==> config.mk <==
export PLATFORM = sky130hd
export DESIGN_NAME = ulmcs_top
export DESIGN_NICKNAME = d
export VERILOG_FILES = /design/src/inc/ulmcs_pkg.sv /design/src/hw/ulmcs_top.sv
export VERILOG_INCLUDE_DIRS = /design/src /design/src/inc
export SDC_FILE = /design/constraint.sdc
export NUM_CORES = 1
export LEC_CHECK = 0
export BUFFER_PORTS_ARGS = -buffer_cell sky130_fd_sc_hd__buf_2
export CAP_MARGIN = 20
export CORE_ASPECT_RATIO = 0.5
export CORE_MARGIN = 4
export CORE_UTILIZATION = 50
export DETAILED_ROUTE_END_ITERATION = 6
export HOLD_SLACK_MARGIN = 0.02
export PLACE_DENSITY = 0.67
export SETUP_SLACK_MARGIN = 0.02
export SYNTH_ARGS = -nofsm -noshare
export SYNTH_HDL_FRONTEND = slang
export SYNTH_SLANG_ARGS = --single-unit
==> constraint.sdc <==
create_clock -name clock -period 13.9 [get_ports clock]
set_clock_uncertainty 0.15 [all_clocks]
set_input_delay 2.78 -clock clock [delete_from_list [all_inputs] [get_ports clock]]
set_output_delay 2.78 -clock clock [all_outputs]
set_load 0.005 [all_outputs]
==> src/inc/ulmcs_params.svh <==
// constants for the uart line, modem control and status block
// assumes inclusion by the package and by the block's single design file
`ifndef ULMCS_PARAMS_SVH
`define ULMCS_PARAMS_SVH
// ==========================================================
// register offsets
`define ULMCS_OFF_LINE_FMT   3'h3
`define ULMCS_OFF_MODEM_CTL  3'h4
`define ULMCS_OFF_LINE_STAT  3'h5
`define ULMCS_OFF_RESUME_1   3'h4
`define ULMCS_OFF_RESUME_2   3'h5
// ==========================================================
// reset values
`define ULMCS_LINE_FMT_RST   8'h1d
`define ULMCS_MODEM_CTL_RST  8'h00
`define ULMCS_LINE_STAT_RST  8'h60
`define ULMCS_RESUME_RST     8'h00
`define ULMCS_RESUME_KEY     8'hbf
// ==========================================================
// field positions
`define ULMCS_LF_DIV_LATCH   7
`define ULMCS_LF_STOP        2
`define ULMCS_MC_PRESCALE    7
`define ULMCS_MC_INFRARED    6
`define ULMCS_MC_RESUME_ANY  5
`define ULMCS_MC_LOOPBACK    4
`define ULMCS_MC_AUX_TWO     3
`define ULMCS_MC_AUX_ONE     2
`define ULMCS_MC_SEND_REQ    1
`define ULMCS_MC_TERM_RDY    0
// bits that only change while enhanced functions are enabled
`define ULMCS_MC_ENH_MASK    8'hec
// ==========================================================
// character format and receive fifo sizing
`define ULMCS_WLEN_BASE      4'h5
`define ULMCS_WLEN_FIVE      2'h0
`define ULMCS_STOP_ONE       3'h2
`define ULMCS_STOP_ONE_HALF  3'h3
`define ULMCS_STOP_TWO       3'h4
`define ULMCS_FIFO_DEPTH     7'h40
`define ULMCS_PRESCALE_LAST  2'h3
`endif

==> src/inc/ulmcs_pkg.sv <==
// types for the uart line, modem control and status block
// assumes the constants header sits beside it
`include "ulmcs_params.svh"
package ulmcs_pkg;
    // ==========================================================
    // complete state of the block
    typedef struct packed {
        logic [7:0]       line_fmt;     // line_format_reg
        logic [7:0]       modem_ctl;    // modem_control_reg
        logic [7:0]       resume_one;   // resume_char_one
        logic [7:0]       resume_two;   // resume_char_two
        logic             overrun;      // sticky overrun flag
        logic [5:0]       wr_ptr;       // fifo error-tag write index
        logic [5:0]       rd_ptr;       // fifo error-tag read index
        logic [6:0]       count;        // characters held in rx fifo
        logic [6:0]       err_count;    // held characters with errors
        logic [63:0][2:0] err_mem;      // {break, framing, parity}
        logic [1:0]       prescale;     // divide-by-four counter
        logic             sync1;        // rx pin sync stage 1
        logic             sync2;        // rx pin sync stage 2
        logic             sync3;        // rx pin sync stage 3
        logic             rx_stable;    // filtered rx pin level
        logic [7:0]       rdata;        // register read data
        logic [7:0]       line_stat;    // line_status_reg
        logic             send_req_n;   // send-request pin level
        logic             term_rdy_n;   // terminal-ready pin level
        logic             rx_serial;    // line into the decoder
        logic             tx_resume;    // resume pulse
        logic             baud_en;      // baud generator enable
        logic [3:0]       msr_loop;     // {cd, bell, dsr, cts} loop
        logic             alt_sel;      // alternate page at 6/7
        logic [3:0]       data_bits;    // bits per character
        logic [2:0]       stop_halves;  // stop length in half bits
    } ulmcs_state_t;
endpackage : ulmcs_pkg

==> src/hw/ulmcs_top.sv <==
// line format, modem control, line status and resume characters
// assumes a byte register port, rx fifo and transmitter events on clock
`include "ulmcs_params.svh"
module ulmcs_top
    import ulmcs_pkg::*;
(
    input  wire logic       clock,
    input  wire logic       srst,
    input  wire logic       por_rst,        // power-on reset
    input  wire logic [2:0] reg_addr,       // register offset
    input  wire logic       reg_wr,         // write strobe
    input  wire logic       reg_rd,         // read strobe
    input  wire logic [7:0] reg_wdata,      // write data
    output logic      [7:0] reg_rdata,      // read data, next cycle
    input  wire logic       enh_func_en,    // enhanced_feature_reg bit 4
    input  wire logic       extra_page_sel, // extra_feature_reg bit 2
    input  wire logic       rx_char_valid,  // received character pulse
    input  wire logic [2:0] rx_char_err,    // {break, framing, parity}
    input  wire logic       rx_flow_char,   // character is a flow char
    input  wire logic       rx_swflow_en,   // receive soft flow enabled
    input  wire logic       rx_pop,         // host reads one character
    input  wire logic       thr_full,       // transmit holding occupied
    input  wire logic       tsr_busy,       // transmit shift occupied
    input  wire logic       tx_serial,      // encoder output line
    input  wire logic       rx_pin,         // receive pin
    input  wire logic       auto_rts_en,    // automatic send-request on
    input  wire logic       auto_rts_n,     // send-request from flow ctl
    input  wire logic       dtr_pin_sel,    // gpio assigned terminal-ready
    output logic            send_req_n,     // send-request pin level
    output logic            term_rdy_n,     // terminal-ready pin level
    output logic            rx_serial,      // line into decoder
    output logic            tx_resume,      // resume halted transmitter
    output logic            infrared_en,    // infrared signalling mode
    output logic            baud_en,        // baud clock enable
    output logic      [3:0] msr_loop,       // {cd, bell, dsr, cts}
    output logic            alt_sel,        // alternate registers 6/7
    output logic      [3:0] data_bits,      // data bits per character
    output logic      [2:0] stop_halves,    // stop length, half bits
    output logic      [7:0] line_stat,      // line status register
    output logic      [7:0] resume_one,     // resume character one
    output logic      [7:0] resume_two      // resume character two
);
    // ==========================================================
    // state registers
    ulmcs_state_t s_q;          // current state
    ulmcs_state_t s_d;          // next state
    ulmcs_state_t s_rst;        // reset image

    logic         div_latch;    // divisor latch hides normal page
    logic         resume_page;  // resume characters visible
    logic         loopback;     // internal loopback active
    logic         rx_accept;    // character offered to the fifo, stored only when not full
    logic         fifo_full;    // rx fifo at depth
    logic         push;         // write one character tag
    logic         pop;          // retire one character tag
    logic         lsr_read;     // host reads line status

    // ==========================================================
    // reset image
    always_comb
    begin
        s_rst             = '0;
        s_rst.line_fmt    = `ULMCS_LINE_FMT_RST;
        s_rst.modem_ctl   = `ULMCS_MODEM_CTL_RST;
        s_rst.resume_one  = `ULMCS_RESUME_RST;
        s_rst.resume_two  = `ULMCS_RESUME_RST;
        s_rst.line_stat   = `ULMCS_LINE_STAT_RST;
        s_rst.sync1       = 1'b1;
        s_rst.sync2       = 1'b1;
        s_rst.sync3       = 1'b1;
        s_rst.rx_stable   = 1'b1;
        s_rst.rx_serial   = 1'b1;
        s_rst.send_req_n  = 1'b1;
        s_rst.term_rdy_n  = 1'b1;
        s_rst.baud_en     = 1'b1;
        s_rst.data_bits   = `ULMCS_WLEN_BASE + 4'h3;
        s_rst.stop_halves = `ULMCS_STOP_ONE;
    end

    // ==========================================================
    // next-state logic
    always_comb
    begin
        s_d         = s_q;
        div_latch   = s_q.line_fmt[`ULMCS_LF_DIV_LATCH];
        resume_page = (s_q.line_fmt == `ULMCS_RESUME_KEY) && !extra_page_sel;
        loopback    = s_q.modem_ctl[`ULMCS_MC_LOOPBACK];
        fifo_full   = (s_q.count == `ULMCS_FIFO_DEPTH);
        // flow characters under soft flow control stay out of the fifo
        rx_accept   = rx_char_valid && !(rx_flow_char && rx_swflow_en);
        push        = rx_accept && !fifo_full;
        pop         = rx_pop && (s_q.count != 7'h00);
        lsr_read    = reg_rd && (reg_addr == `ULMCS_OFF_LINE_STAT) && !div_latch;

        // rx pin: three stages, a change counts when stages 2 and 3 agree
        s_d.sync1 = rx_pin;
        s_d.sync2 = s_q.sync1;
        s_d.sync3 = s_q.sync2;
        if (s_q.sync2 == s_q.sync3)
        begin
            s_d.rx_stable = s_q.sync3;
        end

        // register writes
        if (reg_wr)
        begin
            case (reg_addr)
                `ULMCS_OFF_LINE_FMT:
                begin
                    s_d.line_fmt = reg_wdata;
                end
                `ULMCS_OFF_MODEM_CTL:
                begin
                    if (resume_page)
                    begin
                        s_d.resume_one = reg_wdata;
                    end
                    else if (!div_latch)
                    begin
                        if (enh_func_en)
                        begin
                            s_d.modem_ctl = reg_wdata;
                        end
                        else
                        begin
                            // locked bits keep their value
                            s_d.modem_ctl = (reg_wdata & ~`ULMCS_MC_ENH_MASK)
                                          | (s_q.modem_ctl & `ULMCS_MC_ENH_MASK);
                        end
                    end
                end
                `ULMCS_OFF_LINE_STAT:
                begin
                    // line status is read only; only the resume page takes it
                    if (resume_page)
                    begin
                        s_d.resume_two = reg_wdata;
                    end
                end
                default:
                begin
                    s_d.line_fmt = s_q.line_fmt;
                end
            endcase
        end

        // overrun: a new event wins over the clearing read
        s_d.overrun = (rx_accept && fifo_full) || (s_q.overrun && !lsr_read);

        // fifo error tags follow the characters
        if (push)
        begin
            s_d.err_mem[s_q.wr_ptr] = rx_char_err;
            s_d.wr_ptr              = s_q.wr_ptr + 6'h01;
        end
        if (pop)
        begin
            s_d.rd_ptr = s_q.rd_ptr + 6'h01;
        end
        s_d.count     = s_q.count + {6'h00, push} - {6'h00, pop};
        s_d.err_count = s_q.err_count
                      + {6'h00, push && (rx_char_err != 3'h0)}
                      - {6'h00, pop && (s_q.err_mem[s_q.rd_ptr] != 3'h0)};

        // line status built from the new fifo state
        s_d.line_stat[7]   = (s_d.err_count != 7'h00);
        s_d.line_stat[6]   = !thr_full && !tsr_busy;
        s_d.line_stat[5]   = !thr_full;
        s_d.line_stat[4:2] = (s_d.count != 7'h00) ?
                             s_d.err_mem[s_d.rd_ptr] : 3'h0;
        s_d.line_stat[1]   = s_d.overrun;
        s_d.line_stat[0]   = (s_d.count != 7'h00);

        // read data, answered one cycle after the strobe
        if (reg_rd)
        begin
            case (reg_addr)
                `ULMCS_OFF_LINE_FMT:
                begin
                    s_d.rdata = s_q.line_fmt;
                end
                `ULMCS_OFF_MODEM_CTL:
                begin
                    s_d.rdata = resume_page ? s_q.resume_one :
                                div_latch   ? 8'h00 : s_q.modem_ctl;
                end
                `ULMCS_OFF_LINE_STAT:
                begin
                    s_d.rdata = resume_page ? s_q.resume_two :
                                div_latch   ? 8'h00 : s_q.line_stat;
                end
                default:
                begin
                    s_d.rdata = 8'h00;
                end
            endcase
        end

        // with resume-any set, any received character restarts a halted transmitter
        s_d.tx_resume = s_q.modem_ctl[`ULMCS_MC_RESUME_ANY] && rx_char_valid;

        // loopback feeds the encoder back into the decoder
        s_d.rx_serial = loopback ? tx_serial : s_q.rx_stable;

        // pins: control bit set drives the pin low
        if (loopback)
        begin
            s_d.send_req_n = 1'b1;
        end
        else if (auto_rts_en)
        begin
            s_d.send_req_n = auto_rts_n;
        end
        else
        begin
            s_d.send_req_n = !s_q.modem_ctl[`ULMCS_MC_SEND_REQ];
        end
        s_d.term_rdy_n = (dtr_pin_sel && !loopback) ?
                         !s_q.modem_ctl[`ULMCS_MC_TERM_RDY] : 1'b1;

        // modem status seen internally during loopback
        s_d.msr_loop = loopback ? {s_q.modem_ctl[`ULMCS_MC_AUX_TWO],
                                   s_q.modem_ctl[`ULMCS_MC_AUX_ONE],
                                   s_q.modem_ctl[`ULMCS_MC_TERM_RDY],
                                   s_q.modem_ctl[`ULMCS_MC_SEND_REQ]}
                                : 4'h0;
        s_d.alt_sel = s_q.modem_ctl[`ULMCS_MC_AUX_ONE] && !loopback;

        // prescaler: every clock, or one clock in four
        if (s_q.modem_ctl[`ULMCS_MC_PRESCALE])
        begin
            s_d.prescale = s_q.prescale + 2'h1;
            s_d.baud_en  = (s_q.prescale == `ULMCS_PRESCALE_LAST);
        end
        else
        begin
            s_d.prescale = 2'h0;
            s_d.baud_en  = 1'b1;
        end

        // character format decode
        s_d.data_bits = `ULMCS_WLEN_BASE + {2'h0, s_q.line_fmt[1:0]};
        if (!s_q.line_fmt[`ULMCS_LF_STOP])
        begin
            s_d.stop_halves = `ULMCS_STOP_ONE;
        end
        else if (s_q.line_fmt[1:0] == `ULMCS_WLEN_FIVE)
        begin
            s_d.stop_halves = `ULMCS_STOP_ONE_HALF;
        end
        else
        begin
            s_d.stop_halves = `ULMCS_STOP_TWO;
        end
    end

    // ==========================================================
    // state register; core reset spares the resume characters
    always_ff @(posedge clock)
    begin
        if (por_rst)
        begin
            s_q <= s_rst;
        end
        else if (srst)
        begin
            s_q            <= s_rst;
            s_q.resume_one <= s_q.resume_one;
            s_q.resume_two <= s_q.resume_two;
        end
        else
        begin
            s_q <= s_d;
        end
    end

    // ==========================================================
    // outputs straight from the state register
    assign reg_rdata   = s_q.rdata;
    assign send_req_n  = s_q.send_req_n;
    assign term_rdy_n  = s_q.term_rdy_n;
    assign rx_serial   = s_q.rx_serial;
    assign tx_resume   = s_q.tx_resume;
    assign infrared_en = s_q.modem_ctl[`ULMCS_MC_INFRARED];
    assign baud_en     = s_q.baud_en;
    assign msr_loop    = s_q.msr_loop;
    assign alt_sel     = s_q.alt_sel;
    assign data_bits   = s_q.data_bits;
    assign stop_halves = s_q.stop_halves;
    assign line_stat   = s_q.line_stat;
    assign resume_one  = s_q.resume_one;
    assign resume_two  = s_q.resume_two;
endmodule : ulmcs_top

* Word-level counts from Yosys, hierarchy flattened
Cells that the tools add are included. W data, S select, Z words.
Word-level totals: bits of input ports 32, bits in registers 290, latch bits 0, word-level logic and storage cells 180, ROM bits 0, RAM bits 0, memories kept 0, output and inout bits 50
Cells by class: add/subtract/negate cells 8, $lt $le $gt $ge 4, muxes and demuxes 18, eq/ne operators 7, bitwise gates (word level) 9, multiply operators 0, shifts and indexed selects 0, div/mod/pow operators 0, reduce and logical (&&, ||, !) cells 44
Operators with widths (count):
- $bwmux W192 | 1
- $mux W192 | 1
- $mux W8 | 5
- $bmux W3 S6 | 2
- $pmux W8 S3 | 1
- $lt A6 B7 Y1 const B | 3
- $reduce_bool A7 Y1 | 3
- $demux W3 S6 | 1
- $reduce_or A3 Y1 | 6
- $logic_and A1 B1 Y1 | 16
- $add A7 B1 Y7 | 2
- $sub A7 B1 Y7 | 2
- $add A6 B1 Y6 const B | 2
- $mux W3 | 4
- $reduce_and A4 Y1 | 3
- $logic_not A1 Y1 | 10
- $eq A8 B8 Y1 const B | 1
- $not A1 Y1 | 8
- $or A5 B8 Y8 | 1
- $eq A7 B7 Y1 const B | 1
- $eq A3 B3 Y1 const B | 2
- $ge A6 B1 Y1 const B | 1
- $mux W6 | 1
- $reduce_bool A3 Y1 | 2
- other kinds (10) | 11

* Depth between registers and ports, before layout
Gate-level depths: netlist (run 1).
word-level depth 9, mapped depth 23, depth with buffers taken out 20

* Worst setup path before layout (run 1)
Ideal clock, no wire load.
path type input-to-reg, from input port rx_char_valid, to register s_q, in the netlist line_stat[3], path slack 7.321 ns, arrival time 6.290 ns, buffers on the path 2, required time 13.611 ns, cell stages on the path 17, setup time 0.139 ns, path through a21bo_2 > buf_2 > buf_2 > a21oi_1 > inv_1 > ha_1 > inv_1 > ha_1 > fa_1 > a21oi_1 > o21ai_0 > and4_1 > or3_1 > or3_1 > and2_1 > o31ai_1 > o32ai_2
Between the ends: cells in the longest elaborated chain, start to end 7, elaborated cells on any way between the ends 10, those cells by class add/sub: 2; mux: 3; bitwise: 1; reduce/logical: 4
Ends and longest elaborated chain:
- from (decl) | RTL line ulmcs_top.sv:17 | input wire logic rx_char_valid,
- $logic_and A1 B1 Y1 (*) | RTL line ulmcs_top.sv:90 | rx_accept = rx_char_valid && !(rx_flow_char && rx_swflow_en);
- $logic_and A1 B1 Y1 (*) | RTL line ulmcs_top.sv:91 | push = rx_accept && !fifo_full;
- $add A7 B1 Y7 | RTL line ulmcs_top.sv:160 | s_d.count = s_q.count + {6'h00, push} - {6'h00, pop};
- $sub A7 B1 Y7 | RTL line ulmcs_top.sv:160
- $reduce_bool A7 Y1 | RTL line ulmcs_top.sv:169 | s_d.line_stat[4:2] = (s_d.count != 7'h00) ?
- $not A1 Y1 (no source line)
- $reduce_or A3 Y1 (no source line)
- to (signal assigned) | RTL line ulmcs_top.sv:263 | s_q <= s_rst;
- to (signal assigned) | RTL line ulmcs_top.sv:267 | s_q <= s_rst;
- to (decl) | RTL line ulmcs_top.sv:45 | ulmcs_state_t s_q;
Mark *: on every way between the ends. The rest lies on a longest branch, timed or not. The select of a mux whose other input is x is not followed. A chain may end at the register's enable or synchronous reset.

* Worst setup path after layout (run 1)
from input port rx_flow_char, to register s_q, in the netlist line_stat[3]
Between the ends: cells in the longest elaborated chain, start to end 9, elaborated cells on any way between the ends 12, those cells by class add/sub: 2; mux: 3; bitwise: 1; reduce/logical: 6
Ends and longest elaborated chain:
- from (decl) | RTL line ulmcs_top.sv:19 | input wire logic rx_flow_char,
- $logic_and A1 B1 Y1 (*) | RTL line ulmcs_top.sv:90
- $logic_not A1 Y1 (*) | RTL line ulmcs_top.sv:90
- $logic_and A1 B1 Y1 (*) | RTL line ulmcs_top.sv:90
- $logic_and A1 B1 Y1 (*) | RTL line ulmcs_top.sv:91
- $add A7 B1 Y7 | RTL line ulmcs_top.sv:160
- $sub A7 B1 Y7 | RTL line ulmcs_top.sv:160
- $reduce_bool A7 Y1 | RTL line ulmcs_top.sv:169
- $not A1 Y1 (no source line)
- $reduce_or A3 Y1 (no source line)
Marks and branches as above.

==> run_results.csv, run 1 <==
group,metric,value,unit
worst_setup_path,rr_endpoint,"line_stat[7]",
worst_setup_path,crit_arrival,6.32,ns
finish,regArea,5790,sq um
routing,wl,46.7,mm
worst_setup_path,crit_path_end_kind,"flop",
worst_setup_path,reg2reg_slack,8.63,ns
worst_setup_path,cp-start-kind,"primary input",
min_path,min_from,"s_d[35]",
finish,final_core_util,0.553,
synth,synthTopCellsByArea,"dfxtp_1 (38%), mux2i_1 (14%), nor2_1 (6.1%)",
finish,final_nets,1669,
synth,synth-adder-area-share,0.0199,
timing,min_period,6.06,ns
min_path,min_to,"s_d[34]",
finish,fillers,2557,
finish,area_growth,7.19,%
synth,synth_xor_area_frac,0.0154,
placed_design,dpl_cell_area,15400,sq um
synth,yosys.area_share.simple,0.169,
power,irDropWorstVdd,0.000141,V
synth,synthTopCellsByCount,"dfxtp_1 (289), nor2_1 (248), mux2i_1 (220), a21oi_1 (103), nand2_1 (98)",
cts,cts_tree,"done",
timing,hold_violations,0,
placed_design,numPortBuffers,81,
cts,cts_setup_buffers,0,
cts,ctsHoldBuffers,0,
cts,clock-sinks,289,
global_route,grt.total_usage,0.270,
synth,synth_ff_type,"dfxtp_1",
floorplanning,die_h,131,um
finish,drive_above_1_share,0.146,
routing,drc,0,
floorplanning,initial_core_util,0.516,
worst_setup_path,max_stage_delay,0.46,ns
worst_setup_path,path_class,"in2reg",
synth,synth_top_cell_by_area,"dfxtp_1",
finish,multi_input_area,8420,sq um
synth,synth.net_count,1715,
synth,avgSynthCellArea,9.16,sq um
synth,syn_inst,1660,
routing,first_pass_iters,6,
floorplanning,dieArea,33400,sq um
power,cellLeakagePower,5.55,nW
cts,htreeDepth,1,
synth,muxShareOfSynthArea,0.168,
timing,finalSetupTns,0,ns
cts,ctsResizeCount,0,
synth,yosysWarnings,0,
synth,yosysTopAreaCellShare,0.381,
min_path,holdPathStages,1,
worst_setup_path,cp_cell_sequence,"buf_2, a21bo_4, a21oi_1, inv_1, ha_1, inv_1, ha_1, fa_1, a21oi_1, o21ai_0, and4_1, or3_1, or3_1, and2_1, o31ai_1, o32ai_2",
timing,rsz0062_at_grt,"false",
worst_setup_path,r2r-start,"s_q[245]",
worst_setup_path,crit_slowest_cell,"or3_1",
floorplanning,core,29500,sq um
synth,ys_types,79,
synth,syn_area,15200,sq um
routing,routedWlPerCell,23.1,um
routing,ant_nets,0,
timing,setup_violations,0,
min_path,hp-class,"reg2reg",
routing,num_vias,13000,
global_route,grt-ovfl-total,0,
timing,setup_ws,7.84,ns
floorplanning,num_io_pins,82,
cts,cts_buffer_depth,3,
global_route,antenna_found_initial,1,
synth,yosysMostFrequentCell,"dfxtp_1",
placed_design,hpwl,30.7,mm
power,cellPowerDensity,146,nW/um^2
worst_setup_path,r2r_cells,19,
cts,cts.reportedPaths.clkPinSlew,0.07,ns
placed_design,place.gp.congestion,0.937,
timing,holdWs,0.254,ns
global_route,grt_first_pass_wirelength,72.4,mm
routing,viasPerCell,6.44,
run,drv_cap,0,
floorplanning,num_rows,44,
timing,period_share,0.436,
timing,tightestPinTransition,1.18,ns
synth,synth_edf_count,0,
synth,synthArstFlopShare,0,
worst_setup_path,cp_max_fo,6,
worst_setup_path,required,14.17,ns
run_status,outcome,"completed",
placed_design,dp_slack,7.28,ns
synth,yosys_register_bits,289,
timing,max_slew_margin,0.214,
cts,cts-root-buf,"clkbuf_16",
global_route,grt_pass1_vias,12500,
synth,synth_seq_area_share,0.381,
timing,fmax,165,MHz
synth,synth_compound_area_frac,0.178,
floorplanning,die_x,255,um
timing,slew_violations,0,
cts,cts_buffers,27,
cts,clk_latency,0.56,ns
synth,synth_top_family_by_area,"compound AO/OA/AOI/OAI gates",
finish,fin_area,16300,sq um
global_route,grt_max_degree,94,
routing,drt_iter0_markers,1290,
## routing by layer
| layer | wire (um) | up-vias | share of wire | global-route usage |
|---|---|---|---|---|
| met3 | 4850 | 121 | 0.10 | 0.0575 |
| met5 | 15 | - | 0.00032 | 0 |
| met4 | 1570 | 2 | 0.034 | 0.0923 |
| met1 | 20100 | 6352 | 0.43 | 0.374 |
| li1 | - | 5862 | - | - |
| met2 | 20200 | 703 | 0.43 | 0.421 |
## worst max-delay path: cells and delay by family
family / cells / cell delay (ns)
compound gates: 6 / 1.15
fa+ha+maj: 3 / 0.90
simple gates: 4 / 1.26
buf+inv: 3 / 0.23
## per-stage QoR
| step | std cells | power (mW) |
|---|---|---|
| 2_1_floorplan | 1660 | 1.42 |
| 3_3_place_gp | 1976 | 1.60 |
| 3_5_place_dp | 1976 | 1.62 |
| 4_1_cts | 2024 | 2.36 |
| 5_1_grt | 2024 | 2.46 |
| 6_report | 2025 | 2.37 |
## flip-flops by register name, summed over array words and instances (netlist names), 2 cells and up
register / cells
line_stat: 8
resume_one: 8
data_bits: 4
stop_halves: 3
reg_rdata: 8
s_q: 235
resume_two: 8
msr_loop: 4
s_d: 2
## worst max-delay path by stage
| stage | startpoint | to | depth (start not counted) |
|---|---|---|---|
| after detailed placement | rx_flow_char | line_stat[3] | 16 |
| after CTS | rx_flow_char | line_stat[3] | 16 |
| after global placement | rx_flow_char | line_stat[3] | 16 |
| final | rx_flow_char | line_stat[3] | 16 |
| after global routing | rx_flow_char | line_stat[3] | 16 |
| after floorplan | rx_char_valid | line_stat[3] | 17 |
## cell usage in the layout, fill, tap and decap left out, types with 13 or more instances in the layout
cell,n
nor2_1,248
a22oi_1,25
nor3_1,44
o21ai_0,36
mux4_2,13
inv_1,29
a211oi_1,21
a21oi_1,103
mux2i_1,219
buf_2,81
nor4_1,35
nor2b_1,18
nand2_1,98
ha_1,21
nand3_1,31
buf_4,26
clkbuf_16,27
dfxtp_1,287
a2111oi_4,14
a2111oi_2,34
## power by group
part | leakage, nW | switching, mW | total (mW) | internal [mW]
logic | 2.79 | 0.526 | 0.747 | 0.221
clock network | 0.432 | 0.326 | 0.752 | 0.426
registers | 2.33 | 0.0277 | 0.876 | 0.848
## logic make-up after synthesis
| kind of cell | count (synthesis) |
|---|---|
| AO/OA/AOI/OAI | 323 |
| buffers and inverters | 212 |
| AND/OR/NAND/NOR | 550 |
| XOR/XNOR | 25 |
| multiplexers | 238 |
| adder cells (fa/ha/maj) | 23 |
| flip-flops | 289 |
## area by class of cell
type	instances	share of cell area
Sequential cell	289	0.355
Multi-Input combinational cell	1159	0.517
Clock buffer	40	0.0481
Timing Repair Buffer	107	0.0369
Clock inverter	8	0.00568
Inverter	30	0.00691
Antenna cell	1	0.000154
Tap cell	391	0.0300
Note: power is estimated with default switching activity, not from simulation.
==> run 2: changes to the inputs <==
--- a/config.mk
+++ b/config.mk
@@ -13,7 +13,7 @@
 export CORE_UTILIZATION = 50
 export DETAILED_ROUTE_END_ITERATION = 6
 export HOLD_SLACK_MARGIN = 0.02
-export PLACE_DENSITY = 0.67
+export PLACE_DENSITY = 0.7
 export SETUP_SLACK_MARGIN = 0.02
 export SYNTH_ARGS = -nofsm -noshare
 export SYNTH_HDL_FRONTEND = slang
==> constraint.sdc (replaced) <==
create_clock -name clock -period 5 [get_ports clock]
set_clock_uncertainty 0.15 [all_clocks]
set_input_delay 1 -clock clock [delete_from_list [all_inputs] [get_ports clock]]
set_output_delay 1 -clock clock [all_outputs]
set_load 0.005 [all_outputs]
==> run 2 against run 1 <==
  * Critical path depth increased by 2
  * Hold slack improved by 0.0044 ns
  * Global-route usage decreased by 0.22 points
  * Wire length increased by 0.42%
  * Sequential share of layout area decreased by 0.31 points
  * Final cell count increased by 0.40%
  * Via count about the same
  * Non-clock buffer count increased by 9
==> run_results.csv, run 2 (synthesis results as in run 1) <==
group,metric,value,unit
run_status,outcome,"completed",
cts,ctsResizeCount,0,
finish,fin_area,16400,sq um
timing,min_period,4.64,ns
timing,tightestPinTransition,1.11,ns
cts,clock-sinks,289,
power,p_int,4.25,mW
timing,setup_ws,0.361,ns
worst_setup_path,reg2reg_slack,0.36,ns
global_route,grt-ovfl-total,0,
power,irDropWorstVdd,0.000292,V
finish,top_register,"s_q",
placed_design,numPortBuffers,81,
timing,rsz0062_at_grt,"false",
global_route,grt_pass1_vias,12800,
finish,largest_reg_flops,235,
global_route,grt_max_degree,221,
finish,mostFrequentLayoutCells,"dfxtp_1 (287), nor2_1 (248), mux2i_1 (220)",
worst_setup_path,path_class,"reg2reg",
cts,cts-root-buf,"clkbuf_16",
worst_setup_path,rr_endpoint,"line_stat[7]",
placed_design,dp_slack,0.429,ns
floorplanning,initial_core_util,0.516,
worst_setup_path,cp_max_fo,17,
global_route,grt.total_usage,0.268,
cts,cts_tree,"done",
cts,cts_buffers,28,
timing,holdWs,0.258,ns
worst_setup_path,r2r-start,"s_q[245]",
floorplanning,num_io_pins,82,
finish,final_core_util,0.558,
timing,setup_violations,0,
run,drv_cap,0,
min_path,hp-class,"reg2reg",
placed_design,hpwl,31.0,mm
finish,final_nets,1679,
placed_design,dpl_cell_area,15500,sq um
routing,drt_iter0_markers,1731,
routing,ant_nets,0,
routing,drc,0,
placed_design,place.gp.congestion,0.923,
cts,cts.reportedPaths.clkPinSlew,0.07,ns
min_path,min_from,"s_d[35]",
worst_setup_path,cp-start-kind,"flop",
cts,cts_buffer_depth,3,
routing,first_pass_iters,6,
global_route,antenna_found_initial,0,
worst_setup_path,r2r_cells,18,
cts,ctsHoldBuffers,0,
finish,area_growth,8.15,%
power,p_switching,2.44,mW
routing,wl,46.9,mm
finish,final_cells,2033,
routing,num_vias,13000,
placed_design,dp_cells,1985,
power,combPwrFrac,0.315,
power,seqPwrFrac,0.361,
worst_setup_path,max_stage_delay,0.62,ns
cts,htreeDepth,1,
floorplanning,num_rows,44,
cts,clk_latency,0.56,ns
timing,finalSetupTns,0,ns
global_route,grt_first_pass_wirelength,72.5,mm
routing,viasPerCell,6.42,
floorplanning,die_h,131,um
cts,cts_setup_buffers,0,
power,clkPwrFrac,0.325,
worst_setup_path,crit_arrival,4.88,ns
min_path,holdPathStages,1,
timing,max_slew_margin,0.262,
power,switching_share,0.365,
worst_setup_path,crit_path_end_kind,"flop",
timing,fmax,216,MHz
floorplanning,die_x,255,um
floorplanning,dieArea,33400,sq um
finish,layout_commonest_cell,"dfxtp_1",
worst_setup_path,crit_slowest_cell,"dfxtp_2",
finish,antenna_cells,0,
routing,routedWlPerCell,23.1,um
min_path,min_to,"s_d[34]",
worst_setup_path,required,5.24,ns
floorplanning,core,29500,sq um
power,cellPowerDensity,407,nW/um^2
power,cellLeakagePower,5.63,nW
timing,hold_violations,0,
power,power,6.70,mW
timing,period_share,0.928,
worst_setup_path,cp_cell_sequence,"mux4_2, a2111oi_0, nor2_1, mux4_2, a21oi_1, nor2_1, ha_1, inv_1, ha_1, inv_1, fa_1, inv_1, a21oi_1, o21bai_1, a21o_1, a21oi_1, xnor2_1, a41oi_1",
finish,drive_above_1_share,0.150,
timing,slew_violations,0,
-- run 2: changes by cell type in the layout (fill, tap and decap cells not counted) --
cell       previous run  this run
buf_4                26        33
clkinv_2              5         1
buf_12                0         2
clkbuf_16            27        29
diode_2               1         0
inv_4                 0         1
inv_8                 0         1
mux2i_1             219       220
mux2i_2               1         0
xnor2_2               3         2
xnor2_4               1         2
-- run 2: final cells by class --
class / instances / area, sq um
timing repair buffer: 116 / 693
sequential: 289 / 5790
tap: 391 / 489
clock inverter: 6 / 90.1
multi-input combinational: 1159 / 8430
inverter: 30 / 113
clock buffer: 42 / 835
fill: 2519 / 13000
-- run 2: worst max-delay path by stage --
stage	from	slack (ns)	cells after the start	endpoint
3_5_place_dp	s_q[245]	0.43	18	line_stat[7]
4_1_cts	s_q[245]	0.41	18	line_stat[7]
2_1_floorplan	rx_char_valid	0.20	17	line_stat[3]
5_1_grt	s_q[245]	0.15	18	line_stat[7]
6_report	s_q[245]	0.36	18	line_stat[7]
3_3_place_gp	s_q[245]	0.51	18	line_stat[7]
-- run 2: worst max-delay path: cells and delay by family, from the launching register on --
kind                       cells  cell delay [ns]
DFF                            1             0.62
muxes                          2             1.04
adders and majority gates      3             0.85
and+or+nand+nor                2             0.18
AOI/OAI and AO/OA              7             1.27
xor gates and xnor gates       1             0.18
buffers and inverters          3             0.18
-- run 2: metal layers --
metal | GRT usage | part of all wire | wire length (um)
met1 | 0.365 | 0.42 | 19900
met2 | 0.407 | 0.43 | 20300
met3 | 0.0780 | 0.11 | 5250
met4 | 0.0926 | 0.032 | 1480
met5 | 0 | 0 | 0
-- run 2: power by group through the flow --
stage / registers, mW / logic, mW / clock network [mW]
after global placement: 2.46 / 2.00 / 0
after CTS: 2.41 / 2.05 / 2.19
after floorplan: 2.43 / 1.51 / 0
after detailed placement: 2.46 / 2.04 / 0
after global routing: 2.42 / 2.21 / 2.28
final: 2.42 / 2.11 / 2.17
==> run 3: changes to the inputs <==
--- a/config.mk
+++ b/config.mk
@@ -13,7 +13,7 @@
 export CORE_UTILIZATION = 50
 export DETAILED_ROUTE_END_ITERATION = 6
 export HOLD_SLACK_MARGIN = 0.02
-export PLACE_DENSITY = 0.7
+export PLACE_DENSITY = 0.67
 export SETUP_SLACK_MARGIN = 0.02
 export SYNTH_ARGS = -nofsm -noshare
 export SYNTH_HDL_FRONTEND = slang
==> constraint.sdc (replaced) <==
create_clock -name clock -period 5.27 [get_ports clock]
set_clock_uncertainty 0.15 [all_clocks]
set_input_delay 1.054 -clock clock [delete_from_list [all_inputs] [get_ports clock]]
set_output_delay 1.054 -clock clock [all_outputs]
set_load 0.005 [all_outputs]
==> run 3 against run 2 <==
  * The run now ends with DRC left
  * Non-clock buffer count increased by 3
  * Clock power decreased by 5%
  * Final cell count increased by 0.25%
  * Via count increased by 0.61%
  * First-iteration DRC count decreased by 9.7%
  * Power decreased by 4.9%
  * Sequential share of layout area about the same
  * Count of clock-buffer cells in the layout decreased by 7
  * Hold slack improved by 0.0047 ns
  * Wire length decreased by 0.53%
  * Combinational power decreased by 7%
  * Critical path type unchanged
==> run_results.csv, run 3 (synthesis results as in run 1) <==
group,metric,value,unit
global_route,grt_max_degree,191,
cts,cts.reportedPaths.clkPinSlew,0.07,ns
placed_design,numPortBuffers,81,
routing,drc,2,
power,clkPwrFrac,0.324,
power,irDropWorstVdd,0.000397,V
worst_setup_path,cp_num_buf_inv,4,
placed_design,place.gp.congestion,0.963,
routing,first_pass_iters,7,
run_status,violations,"DRC",
timing,finalSetupTns,0,ns
power,switching_share,0.367,
global_route,antenna_found_initial,1,
worst_setup_path,path_class,"reg2reg",
worst_setup_path,crit_slowest_cell,"a211oi_1",
finish,largest_reg_flops,235,
worst_setup_path,crit_arrival,5.38,ns
timing,slew_violations,0,
timing,setup_violations,0,
global_route,grt-ovfl-total,0,
worst_setup_path,cp_top_family,"compound AO/OA/AOI/OAI gates",
worst_setup_path,crit_path_end_kind,"flop",
worst_setup_path,max_stage_delay,0.70,ns
timing,fmax,194,MHz
finish,fin_area,16500,sq um
cts,htreeDepth,1,
routing,drt_iter0_markers,1563,
cts,ctsResizeCount,0,
timing,max_slew_margin,0.275,
cts,cts_buffer_depth,3,
cts,ctsHoldBuffers,0,
floorplanning,num_io_pins,82,
finish,final_core_util,0.559,
placed_design,dp_slack,0.448,ns
cts,cts-root-buf,"clkbuf_16",
routing,routedWlPerCell,22.9,um
power,combPwrFrac,0.310,
worst_setup_path,required,5.50,ns
finish,drive_above_1_share,0.156,
routing,num_vias,13100,
finish,area_growth,8.25,%
run,drv_cap,0,
finish,layout_commonest_cell,"dfxtp_1",
timing,period_share,0.977,
floorplanning,dieArea,33400,sq um
timing,min_period,5.15,ns
placed_design,dp_cells,1988,
timing,rsz0062_at_grt,"false",
cts,clk_latency,0.56,ns
timing,hold_violations,0,
placed_design,hpwl,31.7,mm
worst_setup_path,cp-start-kind,"flop",
cts,cts_setup_buffers,0,
floorplanning,initial_core_util,0.516,
worst_setup_path,cpMostUsedCell,"a211oi_1",
power,seqPwrFrac,0.366,
global_route,grt_pass1_vias,12600,
routing,ant_nets,0,
worst_setup_path,cp_max_fo,27,
routing,wl,46.7,mm
global_route,grt_first_pass_wirelength,71.0,mm
power,power,6.37,mW
finish,final_nets,1681,
min_path,hp-class,"reg2reg",
timing,tightestPinTransition,1.08,ns
floorplanning,die_x,255,um
global_route,grt.total_usage,0.265,
finish,final_cells,2038,
routing,viasPerCell,6.44,
finish,fillers,2574,
run_status,outcome,"finished, violations left",
power,cellLeakagePower,5.64,nW
power,cellPowerDensity,387,nW/um^2
timing,setup_ws,0.119,ns
cts,cts_buffers,27,
floorplanning,core,29500,sq um
placed_design,dpl_cell_area,15500,sq um
finish,mostFrequentLayoutCells,"dfxtp_1 (287), nor2_1 (248), mux2i_1 (219)",
floorplanning,die_h,131,um
finish,top_register,"s_q",
worst_setup_path,cp_cell_sequence,"buf_4, nor4_1, a211oi_1, a211oi_1, a211oi_1, a211oi_1, a211oi_1, a21oi_1, nor2_1, ha_1, inv_1, ha_1, inv_1, fa_1, inv_1, a21oi_1, o21bai_1, a21o_1, a21oi_1, xnor2_1, a41oi_1",
power,p_int,4.03,mW
cts,clock-sinks,289,
power,p_switching,2.34,mW
cts,cts_tree,"done",
timing,holdWs,0.263,ns
floorplanning,num_rows,44,
run 3: cell types whose count changed in the layout (fill, tap and decap cells not counted), sizes merged:
cell / change
clkinvlp: +3
diode: +1
clkbuf: -7
buf: +3
inv: -2
bufinv: +1
clkinv: +6
run 3: power groups by stage:
stage | sequential, mW | clock, mW | combinational, mW
6_report | 2.33 | 2.07 | 1.97
3_3_place_gp | 2.37 | 0 | 1.87
4_1_cts | 2.33 | 2.10 | 1.91
2_1_floorplan | 2.31 | 0 | 1.43
3_5_place_dp | 2.38 | 0 | 1.90
5_1_grt | 2.33 | 2.18 | 2.06
run 3: metal layers:
layer | global-route usage | routed length, um
met1 | 0.353 | 19200
met2 | 0.407 | 20300
met3 | 0.0810 | 5330
met4 | 0.0956 | 1830
met5 | 0 | 0
run 3: area by class of cell:
class | instances | area [sq um] | area share
clock buffers | 35 | 776 | 0.0471
diodes | 1 | 2.50 | 0.000152
clock inverters | 14 | 159 | 0.00966
repair buffers | 119 | 703 | 0.0427
flip-flops and latches | 289 | 5790 | 0.352
multi-input cells | 1159 | 8420 | 0.512
well taps | 391 | 489 | 0.0297
inverters | 30 | 113 | 0.00684
run 3: final timing paths:
kind	slack [ns]	startpoint	depth (start not counted)	endpoint
worst min-delay path	0.26	s_d[35]	1	s_d[34]
worst min register to register	0.26	s_d[35]	1	s_d[34]
worst max-delay path	0.12	s_q[245]	21	line_stat[7]
worst max register to register	0.12	s_q[245]	21	line_stat[7]
run 3: worst reg2reg max path, stage by stage (launching register included):
cell      delay [ns]
dfxtp_2         0.60
buf_4           0.40
nor4_1          0.10
a211oi_1        0.26
a211oi_1        0.11
a211oi_1        0.36
a211oi_1        0.10
a211oi_1        0.70
a21oi_1         0.10
nor2_1          0.23
ha_1            0.28
inv_1           0.06
ha_1            0.15
inv_1           0.06
fa_1            0.40
inv_1           0.07
a21oi_1         0.06
o21bai_1        0.21
a21o_1          0.16
a21oi_1         0.07
xnor2_1         0.19
a41oi_1         0.15
